--- config.mk ---
export PLATFORM = sky130hd
export DESIGN_NAME = component_input_pixel_control
export DESIGN_NICKNAME = d
export VERILOG_FILES = /design/src/rtl/pixel_delay_line.v /design/src/rtl/component_input_pixel_control.v
export VERILOG_INCLUDE_DIRS = /design/src /design/src/rtl
export SDC_FILE = /design/constraint.sdc
export NUM_CORES = 1
export LEC_CHECK = 0
export BUFFER_PORTS_ARGS = -buffer_cell sky130_fd_sc_hd__buf_2
export CAP_MARGIN = 30
export CORE_UTILIZATION = 30
export CTS_CLUSTER_DIAMETER = 200
export CTS_CLUSTER_SIZE = 20
export DETAILED_ROUTE_END_ITERATION = 8
export PLACE_DENSITY_LB_ADDON = 0.2
export REMOVE_ABC_BUFFERS = 1
export SYNTH_ARGS = -nofsm -noshare
export SYNTH_HDL_FRONTEND = slang
export SYNTH_SLANG_ARGS = --single-unit
--- constraint.sdc ---
create_clock -name clk_sys -period 24.5 [get_ports clk_sys]
set_clock_uncertainty 0.05 [all_clocks]
set_input_delay 1.225 -clock clk_sys [delete_from_list [all_inputs] [get_ports clk_sys]]
set_output_delay 1.225 -clock clk_sys [all_outputs]
set_load 0.01 [all_outputs]
--- src/rtl/comp_pixel_map.vh ---
/*
 register offsets, field positions, reset values and pipeline constants for the component input pixel control.
 assumes the includer wants plain `define names only.
*/
`ifndef COMP_PIXEL_MAP_VH
`define COMP_PIXEL_MAP_VH
`define OFS_ANALOG_CTRL5 8'h23
`define OFS_CHAN3_GAIN 8'h24
`define OFS_CHAN4_GAIN 8'h25
`define OFS_DELAY_SWITCH 8'h29
`define OFS_BRIGHTNESS 8'h2a
`define OFS_CONTRAST 8'h2b
`define OFS_SATURATION 8'h2c
`define BIT_CHAN3_TOP 0
`define BIT_CHAN4_TOP 1
`define BIT_SWITCH_ENABLE 7
`define BIT_SWITCH_POLARITY 6
`define SWDL_HI 5
`define SWDL_LO 4
`define BIT_PEAKING 3
`define CPDL_HI 2
`define CPDL_LO 0
`define RST_CTRL5 8'h00
`define RST_GAIN_LOW 8'h90
`define RST_DELAY_SWITCH 8'h00
`define RST_BRIGHTNESS 8'h80
`define RST_GAIN_UNITY 8'h40
`define BRIGHT_NOMINAL 10'h080
`define GAIN_SHIFT 6
`define DELAY_DEPTH 32
`define DELAY_CENTER 5'h10
// composite tap: one past the centre, matching the component peaking register
`define REF_TAP 5'h11
`define CPDL_STEP 5'h04
`define SW_CENTER 5'h02
`define PIX_MAX 8'hff
`define CHROMA_ZERO 8'h80
`endif

--- src/rtl/pixel_delay_line.v ---
/*
 variable pixel delay line built from a shift register array.
 assumes one pixel per enabled clock and a tap index below the depth.
*/
`timescale 1ns/1ps
`include "comp_pixel_map.vh"
module pixel_delay_line #(
	parameter WIDTH = 8
)(
	input wire clk_sys,
	input wire rst,
	input wire pix_en,
	input wire [WIDTH-1:0] din,
	input wire [4:0] tap,
	output wire [WIDTH-1:0] dout
);
	reg [WIDTH-1:0] stage [0:`DELAY_DEPTH-1];
	genvar g;
	generate
		for (g = 0; g < `DELAY_DEPTH; g = g + 1)
		begin : gen_stage
			if (g == 0)
			begin : gen_first
				always @(posedge clk_sys)
				begin
					if (rst)
						stage[g] <= {WIDTH{1'b0}};
					else if (pix_en)
						stage[g] <= din;
				end
			end
			else
			begin : gen_next
				always @(posedge clk_sys)
				begin
					if (rst)
						stage[g] <= {WIDTH{1'b0}};
					else if (pix_en)
						stage[g] <= stage[g-1];
				end
			end
		end
	endgenerate
	assign dout = stage[tap];
endmodule

--- src/rtl/component_input_pixel_control.v ---
/*
 component input pixel control: gain code registers for channels 3 and 4, pixelwise fast switch between decoded
 composite and component picture, delay alignment, luma peaking, brightness, contrast and saturation.
 assumes the two-wire bus slave outside decodes subaddresses into wr_en/rd_addr strobes on clk_sys, pixel inputs
 are synchronous to clk_sys, and the switch pin is asynchronous.
*/
// Notes on behaviour
// - channel 3 gain is nine bits, split registers
// - channel 4 gain likewise, top bit separate
// - enable bit turns on per-pixel switching
// - polarity bit inverts switch input meaning
// - switch disabled: polarity bit is static select
// - switch input delay 0, +1, -2, -1 pixels
// - optional component luma peaking when enabled
// - component delay in four-pixel steps
// - brightness is unsigned offset, 128 nominal
// - contrast is signed gain, 64 is unity
// - saturation is signed gain like contrast
`timescale 1ns/1ps
`include "comp_pixel_map.vh"
module component_input_pixel_control (
	input wire clk_sys,
	input wire rst,
	input wire wr_en,
	input wire [7:0] wr_addr,
	input wire [7:0] wr_data,
	input wire [7:0] rd_addr,
	output reg [7:0] rd_data,
	input wire pix_en,
	input wire [7:0] cvbs_y,
	input wire [7:0] cvbs_c,
	input wire [7:0] comp_y,
	input wire [7:0] comp_c,
	input wire pixel_switch_input,
	output reg [7:0] out_y,
	output reg [7:0] out_c,
	output reg out_is_component,
	output wire [8:0] chan3_gain_code,
	output wire [8:0] chan4_gain_code
);
	reg [7:0] analog_ctrl5;
	reg [7:0] chan3_gain_reg;
	reg [7:0] chan4_gain_reg;
	reg [7:0] component_delay_switch_ctrl;
	reg [7:0] component_brightness_bits;
	reg [7:0] component_contrast_bits;
	reg [7:0] component_saturation_bits;
	reg sw_meta;
	reg sw_sync;
	wire pixel_switch_enable = component_delay_switch_ctrl[`BIT_SWITCH_ENABLE];
	wire pixel_switch_polarity = component_delay_switch_ctrl[`BIT_SWITCH_POLARITY];
	wire [1:0] switch_input_delay = component_delay_switch_ctrl[`SWDL_HI:`SWDL_LO];
	wire component_luma_peaking = component_delay_switch_ctrl[`BIT_PEAKING];
	wire [2:0] component_path_delay = component_delay_switch_ctrl[`CPDL_HI:`CPDL_LO];

	// signed pixel offset of a three-bit step code, in four-pixel units; positive codes delay the component
	function [4:0] comp_tap;
		input [2:0] code;
		begin
			comp_tap = `DELAY_CENTER + {code[2], code[2], code[2:0]} * `CPDL_STEP;
		end
	endfunction

	// signed gain multiply around a centre, then clip to the byte range
	function [7:0] gain_clip;
		input [9:0] centred;
		input [7:0] gain;
		input [9:0] offset;
		reg signed [19:0] prod;
		reg signed [19:0] sum;
		begin
			prod = ($signed(centred) * $signed(gain)) >>> `GAIN_SHIFT;
			sum = prod + $signed({10'h000, offset});
			if (sum < 0)
				gain_clip = 8'h00;
			else if (sum > $signed({12'h000, `PIX_MAX}))
				gain_clip = `PIX_MAX;
			else
				gain_clip = sum[7:0];
		end
	endfunction

	always @(posedge clk_sys)
	begin
		if (rst)
		begin
			analog_ctrl5 <= `RST_CTRL5;
			chan3_gain_reg <= `RST_GAIN_LOW;
			chan4_gain_reg <= `RST_GAIN_LOW;
			component_delay_switch_ctrl <= `RST_DELAY_SWITCH;
			component_brightness_bits <= `RST_BRIGHTNESS;
			component_contrast_bits <= `RST_GAIN_UNITY;
			component_saturation_bits <= `RST_GAIN_UNITY;
		end
		else if (wr_en)
		begin
			case (wr_addr)
				`OFS_ANALOG_CTRL5: analog_ctrl5 <= wr_data;
				`OFS_CHAN3_GAIN: chan3_gain_reg <= wr_data;
				`OFS_CHAN4_GAIN: chan4_gain_reg <= wr_data;
				`OFS_DELAY_SWITCH: component_delay_switch_ctrl <= wr_data;
				`OFS_BRIGHTNESS: component_brightness_bits <= wr_data;
				`OFS_CONTRAST: component_contrast_bits <= wr_data;
				`OFS_SATURATION: component_saturation_bits <= wr_data;
				default: ;
			endcase
		end
	end

	always @(posedge clk_sys)
	begin
		if (rst)
			rd_data <= 8'h00;
		else
		begin
			case (rd_addr)
				`OFS_ANALOG_CTRL5: rd_data <= analog_ctrl5;
				`OFS_CHAN3_GAIN: rd_data <= chan3_gain_reg;
				`OFS_CHAN4_GAIN: rd_data <= chan4_gain_reg;
				`OFS_DELAY_SWITCH: rd_data <= component_delay_switch_ctrl;
				`OFS_BRIGHTNESS: rd_data <= component_brightness_bits;
				`OFS_CONTRAST: rd_data <= component_contrast_bits;
				`OFS_SATURATION: rd_data <= component_saturation_bits;
				default: rd_data <= 8'h00;
			endcase
		end
	end

	assign chan3_gain_code = {analog_ctrl5[`BIT_CHAN3_TOP], chan3_gain_reg};
	assign chan4_gain_code = {analog_ctrl5[`BIT_CHAN4_TOP], chan4_gain_reg};

	always @(posedge clk_sys)
	begin
		if (rst)
		begin
			sw_meta <= 1'b0;
			sw_sync <= 1'b0;
		end
		else
		begin
			sw_meta <= pixel_switch_input;
			sw_sync <= sw_meta;
		end
	end

	// composite reference sits one past the centre to cover the peaking stage; component moves around the centre
	wire [7:0] ref_y;
	wire [7:0] ref_c;
	wire [7:0] dl_y;
	wire [7:0] dl_c;
	wire sw_bit;
	wire [4:0] c_tap = comp_tap(component_path_delay);
	reg [4:0] sw_tap;
	always @*
	begin
		case (switch_input_delay)
			2'b01: sw_tap = `SW_CENTER + 5'd1;
			2'b10: sw_tap = `SW_CENTER - 5'd2;
			2'b11: sw_tap = `SW_CENTER - 5'd1;
			default: sw_tap = `SW_CENTER;
		endcase
	end
	// switch tap follows the component tap; clamped so an early shift cannot wrap to the far end
	wire [5:0] sw_sum = {1'b0, c_tap} + {1'b0, sw_tap};
	wire [4:0] sw_tap_eff = (sw_sum < {1'b0, `SW_CENTER}) ? 5'h00 : sw_sum[4:0] - `SW_CENTER;

	pixel_delay_line #(.WIDTH(8)) u_ref_y (.clk_sys(clk_sys), .rst(rst), .pix_en(pix_en), .din(cvbs_y),
		.tap(`REF_TAP), .dout(ref_y));
	pixel_delay_line #(.WIDTH(8)) u_ref_c (.clk_sys(clk_sys), .rst(rst), .pix_en(pix_en), .din(cvbs_c),
		.tap(`REF_TAP), .dout(ref_c));
	pixel_delay_line #(.WIDTH(8)) u_comp_y (.clk_sys(clk_sys), .rst(rst), .pix_en(pix_en), .din(comp_y),
		.tap(c_tap), .dout(dl_y));
	pixel_delay_line #(.WIDTH(8)) u_comp_c (.clk_sys(clk_sys), .rst(rst), .pix_en(pix_en), .din(comp_c),
		.tap(c_tap), .dout(dl_c));
	pixel_delay_line #(.WIDTH(1)) u_sw (.clk_sys(clk_sys), .rst(rst), .pix_en(pix_en), .din(sw_sync),
		.tap(sw_tap_eff), .dout(sw_bit));

	// three-tap peaking kernel: y + (2y - prev - next)/8 gives roughly +2 dB mid band
	reg [7:0] py_prev;
	reg [7:0] py_cur;
	always @(posedge clk_sys)
	begin
		if (rst)
		begin
			py_prev <= 8'h00;
			py_cur <= 8'h00;
		end
		else if (pix_en)
		begin
			py_prev <= py_cur;
			py_cur <= dl_y;
		end
	end
	wire signed [11:0] hp = $signed({3'h0, py_cur, 1'b0}) - $signed({4'h0, py_prev}) - $signed({4'h0, dl_y});
	wire signed [11:0] peaked = $signed({4'h0, py_cur}) + (hp >>> 3);
	wire [7:0] peaked_clip = peaked < 0 ? 8'h00 : (peaked > $signed({4'h0, `PIX_MAX}) ? `PIX_MAX : peaked[7:0]);
	wire [7:0] luma_in = component_luma_peaking ? peaked_clip : py_cur;

	// luma: (y - 128) * contrast / 64 + brightness; chroma: (c - 128) * saturation / 64 + 128
	wire [9:0] y_centred = {2'b00, luma_in} - `BRIGHT_NOMINAL;
	wire [9:0] c_centred = {2'b00, dl_c} - {2'b00, `CHROMA_ZERO};
	wire [7:0] proc_y = gain_clip(y_centred, component_contrast_bits,
		{2'b00, component_brightness_bits});
	wire [7:0] proc_c = gain_clip(c_centred, component_saturation_bits, {2'b00, `CHROMA_ZERO});

	reg pick_comp;
	always @*
	begin
		if (pixel_switch_enable)
			pick_comp = sw_bit ^ pixel_switch_polarity;
		else
			pick_comp = pixel_switch_polarity;
	end

	always @(posedge clk_sys)
	begin
		if (rst)
		begin
			out_y <= 8'h00;
			out_c <= `CHROMA_ZERO;
			out_is_component <= 1'b0;
		end
		else if (pix_en)
		begin
			out_is_component <= pick_comp;
			out_y <= pick_comp ? proc_y : ref_y;
			out_c <= pick_comp ? proc_c : ref_c;
		end
	end
endmodule

==> run metrics, run 1 <==
outcome finished with violations; failing checks DRC; Hold WC Path Type reg -> reg; # Post-CTS Setup Buffers 0; Final nets 3,259; Slowest-stage cell, CP buf_4; max-cap viol count 0; Mapped Area 40,600 µm²; Avg WL per Cell 16.3 µm; hold bufs inserted after CTS 0; full die area 137,000 µm²; vias in the first global route 20,800; crit-path most repeated cell ha_1; Worst EP arrival 11,840 ps; Hold Path Stages 2; Final WS setup 13,200 ps; Max-slew headroom 22.9%; worst setup path category reg -> reg; initial antenna violation count 3; global-route wire length before repair 124,000 µm; Worst Tran Pin Value 1160 ps; Max stage delay on crit path 650 ps; CTS max path bufs 3; Max Slew Vio Count 0; total number of vias 21,300; post-DP HPWL 48,500 µm; initial drt markers 1,635; Area Overhead vs Synth 10.2%; post-CTS sizing 0; Seq cells post-synth 883; RSZ-0062 raised after global routing false; clock sink count 883; final setup violation count 0; antenna-violating nets left 0; largest net degree at the start of global routing 272; Tmin final 11,300 ps; remaining global-route overflow 0; WL final 78,300 µm; TritonCTS Buffers 50; DR vias/cell 4.43; 1st-pass router iterations 7; Synth Flop Type edfxtp_1; Avg Cell Area, Syn 13.8 µm²; share of cells above drive strength 1 8.74%; Root Buffer clkbuf_16; Critical Path RT 25,040 ps; # IOs 104; fmax 88.5 MHz; Die W 370 µm; P_leak 17.6 nW; warnings from Yosys 0; Post-synth EDFFs 784; register area share after synthesis 62.9%; Global Route Usage Sum 11.4%; # placed instances 4,705; diode count 0; Place WS 13,180 ps; setup_tns 0 ps; Crit Path Max Fanout 35; port buffer count 103; num rows 134; clk_lat worst skew 670 ps; crit path capture type register; Regs by FF count u_comp_c.stage (232), u_comp_y.stage (232); Starting Density 30.3%; Cells after Synth 2,943; Filler Cells Inserted 13,100; Pwr Density 63.8 nW/µm²; Die Y 370 µm; fin cells 4,801; CTS tree built; R2R cell count 43; Synth cell types 75; endpoints failing hold 0; peak supply drop 0.0000464 V; Async SR Flop Fraction 0%; clock slew at reported path FFs 90 ps; Placeable Area 134,000 µm²; gp weighted congestion 0.813; final worst path period share 46.1%; Power Total 2.85 mW; startpoint types register; detailed-route DRC error count 10; H-tree depth 2
-- final cells by class --
cell class | count | area (µm²) | share of cell area (%)
Clock buffer | 90 | 1420 | 3.18
Sequential cell | 883 | 25500 | 57.1
Timing Repair Buffer | 139 | 972 | 2.17
Clock inverter | 3 | 48.8 | 0.109
Tap cell | 1768 | 2210 | 4.95
Inverter | 154 | 586 | 1.31
Multi-Input combinational cell | 1764 | 13900 | 31.2
-- final timing paths --
path	from	to	slack [ps]
worst min-delay path	out_is_component	out_is_component	410
worst max-delay path	component_delay_switch_ctrl[0]	out_y[1]	13200
worst max register to register	component_delay_switch_ctrl[0]	out_y[1]	13200
worst min register to register	out_is_component	out_is_component	410
-- metal layers --
metal | global-route usage [%] | routed length, µm
met5 | 0 | 10
met4 | 2.81 | 1470
met3 | 1.61 | 2640
met2 | 17.3 | 34500
met1 | 17.2 | 39700
-- logic make-up (layout without fill, tap and decap cells) --
| family | after synthesis | in the layout | synth area share [%] |
|---|---|---|---|
| buffers and inverters | 296 | 386 | 2.80 |
| adder cells (fa/ha/maj) | 206 | 206 | 8.48 |
| AND/OR/NAND/NOR | 1164 | 1164 | 16.8 |
| multiplexers | 127 | 127 | 4.21 |
| AO/OA/AOI/OAI | 220 | 220 | 3.71 |
| flip-flops | 883 | 883 | 62.9 |
| XOR/XNOR | 47 | 47 | 1.07 |
-- per-stage QoR --
stage	cell area (µm²)	util, %	hold slack, ps
finish	44700	33.4	410
global route	44700	33.4	444
CTS	44600	33.4	419
detailed placement	43200	32.3	397
global placement	43000	32.1	388
floorplan	40000	-	364
-- worst max-delay path: cells and delay by family (launching register included) --
family / cells / cell delay (ps)
adders and majority gates: 8 / 3030
buffers and inverters: 3 / 740
xor gates and xnor gates: 2 / 600
AOI/OAI and AO/OA: 17 / 3880
muxes: 3 / 980
DFF: 1 / 420
and+or+nand+nor: 10 / 1510
-- cells in the mapped netlist (41+ instances only) --
cell / number / area share, %
edfxtp_1: 784 / 58
fa_1: 115 / 5.7
ha_1: 91 / 2.8
inv_1: 152 / 1.4
and2_1: 837 / 13
dfxtp_1: 99 / 4.9
nor2b_1: 41 / 0.63
mux2i_1: 73 / 1.8
nor2_1: 120 / 1.1
a21oi_1: 51 / 0.63
clkbuf_1: 119 / 1.1
nand2_1: 66 / 0.61
-- placed cells by master (no fill, tap or decap), types with 24 or more instances in the layout --
cell       instances
and2_1           837
edfxtp_1         784
inv_1            151
nor2_1           119
fa_1             115
buf_2            104
dfxtp_1           97
ha_1              91
mux2i_1           73
nand2_1           66
a21oi_1           51
clkbuf_16         51
nor2b_1           40
clkbuf_1          39
o21ai_0           31
mux4_2            30
xnor2_1           26
nand2b_1          26
buf_4             24
-- power by group --
part	switching, mW	total [mW]	internal (mW)
Clock	0.504	0.904	0.399
Sequential	0.0248	1.75	1.72
Combinational	0.124	0.203	0.0789
(Power assumes the default switching activity.)
==> run 2: changes to the inputs <==
--- a/config.mk
+++ b/config.mk
@@ -6,6 +6,7 @@
 export SDC_FILE = /design/constraint.sdc
 export NUM_CORES = 1
 export LEC_CHECK = 0
+export ABC_AREA = 1
 export BUFFER_PORTS_ARGS = -buffer_cell sky130_fd_sc_hd__buf_2
 export CAP_MARGIN = 30
 export CORE_UTILIZATION = 30
==> constraint.sdc (replaced) <==
create_clock -name clk_sys -period 10.45 [get_ports clk_sys]
set_clock_uncertainty 0.05 [all_clocks]
set_input_delay 0.5225 -clock clk_sys [delete_from_list [all_inputs] [get_ports clk_sys]]
set_output_delay 0.5225 -clock clk_sys [all_outputs]
set_load 0.01 [all_outputs]
==> run 2 against run 1 <==
The flow now finishes without violations. Synthesized cell count grew 43%. Design area increased by 3.0%. Synthesized area is 3.4% higher. Fmax up 18%. Final cell count rose by 28%. Die area rose by 3.3%. Sequential share of layout area fell by 1.7 points. Global-route usage is 0.74 points higher. Routed wire length up 9.8%. Clock-buffer cell count fell by 14. Total power is 140% higher. Largest cell class unchanged. Highest routed layer unchanged.
==> run metrics, run 2 <==
Max Slew Vio Count 0 (unchanged); final setup violation count 0 (unchanged); Regs by FF count u_comp_c.stage (232), u_comp_y.stage (232); TritonCTS Buffers 50 (unchanged); Area Overhead vs Synth 9.80%; most frequent cells in the layout inv_1, nor2_1, edfxtp_1, nand2_1, a21oi_1; Seq cells post-synth 883 (unchanged); setup_tns 0 ps (unchanged); Starting Density 30.4% (about the same); crit-path most repeated cell nand2_1; Async SR Flop Fraction 0% (unchanged); Critical Path RT 10,940 ps (-14,100 ps); Hold Path Stages 3 (+1); Synth cell types 49 (-35%); WL final 86,000 µm (+9.8%); # IOs 104 (unchanged); Filler Cells Inserted 14,400 (+9.4%); commonest non-fill, non-tap cell in the layout inv_1; top post-synthesis cells by area edfxtp_1, inv_1, nor2_1; Setup crit end out_y[7]; endpoints failing hold 0 (unchanged); CTS max path bufs 3 (unchanged); Avg WL per Cell 14.0 µm (-14%); port buffer count 103 (unchanged); Final Core Density 33.3% (-0.083 points); Tmin final 9560 ps (-1740 ps); Pwr Density 148 nW/µm² (+130%); Mapped Area 41,900 µm² (+3.4%); P_leak 19.3 nW (+9.6%); startpoint types register; Synth top area share 56.1% (-1.9 points); antenna-violating nets left 0 (unchanged); post-DP HPWL 55,900 µm (+15%); Die Y 376 µm (+1.7%); Max stage delay on crit path 650 ps (about the same); Worst EP arrival 10,050 ps (-1790 ps); Buf+Inv Stages, Crit Path 6 (+3); Max-slew headroom 28.6% (+5.7 points); Root Buffer clkbuf_16; CTS tree built; initial drt markers 1,856 (+14%); crit path capture type register; peak supply drop 0.000112 V (+140%); share of cells above drive strength 1 5.36% (-3.4 points); area occupied by multi-input gates 11,800 µm² (-15%); hold bufs inserted after CTS 0 (unchanged); commonest cells in the netlist inv_1, nor2_1, edfxtp_1; Die W 376 µm (+1.7%); detailed-route DRC error count 0 (-10); H-tree depth 2 (unchanged); full die area 141,000 µm² (+3.3%); warnings from Yosys 0 (unchanged); vias in the first global route 24,600 (+18%); Post-synth EDFFs 784 (unchanged); leading area contributor after synthesis edfxtp_1; Placeable Area 138,000 µm² (+3.3%); final worst path period share 91.5% (+45 points); total number of vias 25,700 (+21%); fmax 105 MHz (+18%); register area share after synthesis 60.9% (-2.0 points); Crit Path Max Fanout 9 (-74%); max-cap viol count 0 (unchanged); count leader, synth inv_1; post-CTS sizing 0 (unchanged); largest net degree at the start of global routing 214 (-21%); 1st-pass router iterations 7 (unchanged); worst setup path category reg -> reg; R2R cell count 54 (+26%); DR vias/cell 4.18 (-5.8%); Reg2Reg Setup Slack 890 ps (-12,310 ps); Fin Hold WS 91.2 ps (-319 ps); Avg Cell Area, Syn 9.98 µm² (-28%); Global Route Usage Sum 12.2% (+0.74 points); Worst Tran Pin Value 1070 ps (-86.0 ps); Register Area 25,500 µm² (about the same); Slowest-stage cell, CP fa_2; clock sink count 883 (unchanged); CP Depth 54 (+26%); clock slew at reported path FFs 90 ps (about the same); gp weighted congestion 0.829 (+2.0%); Final nets 4,513 (+38%); Hold WC Path Type in -> reg; num rows 136 (+1.5%); outcome completed; # Post-CTS Setup Buffers 0 (unchanged); clk_lat worst skew 670 ps (about the same); Crit path max-delay family adder cells; Cells after Synth 4,204 (+43%); initial antenna violation count 3 (unchanged); RSZ-0062 raised after global routing false; Synth Flop Type edfxtp_1; global-route wire length before repair 138,000 µm (+11%); Worst R2R End out_y[7]; remaining global-route overflow 0 (unchanged); Crit. Startpoint py_prev[0]; Reg2Reg Launch Point py_prev[0]
[run 2: per-stage QoR]
step / total power, mW / worst slack [ps] / area (µm²) / std cells
floorplan: 4.79 / -11350 / 41400 / 4062
global placement: 4.82 / 875 / 44500 / 6051
detailed placement: 4.83 / 685 / 44600 / 6056
CTS: 6.95 / 638 / 46000 / 6136
global route: 7.15 / 24.5 / 46000 / 6137
finish: 6.83 / 887 / 46100 / 6142
[run 2: worst min-delay path by stage]
stage,startpoint,endpoint,slack (ps)
6_report,pixel_switch_input,sw_meta,90
5_1_grt,pixel_switch_input,sw_meta,50
4_1_cts,pixel_switch_input,sw_meta,30
3_5_place_dp,sw_meta,sw_sync,360
3_3_place_gp,sw_meta,sw_sync,350
2_1_floorplan,sw_meta,sw_sync,340
[run 2: area by class of cell]
class,instances,share of cell area (%)
clock buffers,76,2.95
repair buffers,132,1.94
inverters,1079,8.82
diodes,5,0.0272
clock inverters,4,0.125
multi-input cells,2100,25.7
flip-flops and latches,883,55.4
well taps,1863,5.06
[run 2: worst min-delay path, stage by stage]
cell and delay, ps:
buf_2 100, inv_1 40, nor2_1 70
[run 2: logic make-up after synthesis]
kind of cell | synth area share (%)
XOR/XNOR | 1.04
buffers and inverters | 11.0
AO/OA/AOI/OAI | 5.02
flip-flops | 60.9
AND/OR/NAND/NOR | 13.8
adder cells (fa/ha/maj) | 8.20
[run 2: where the power goes]
group	switching, mW	internal, mW
sequential	0.0596	4.04
clock	1.18	0.908
combinational	0.442	0.199
total	1.68	5.15
[run 2: layer usage]
layer	part of all wire [%]	routed length (µm)	up-vias	track usage (%)
met1	50	42600	12200	17.5
met5	0.033	28	-	0
met2	44	38100	305	19.2
met4	1.7	1460	4	2.59
met3	4.4	3810	83	2.11
li1	-	-	13100	-
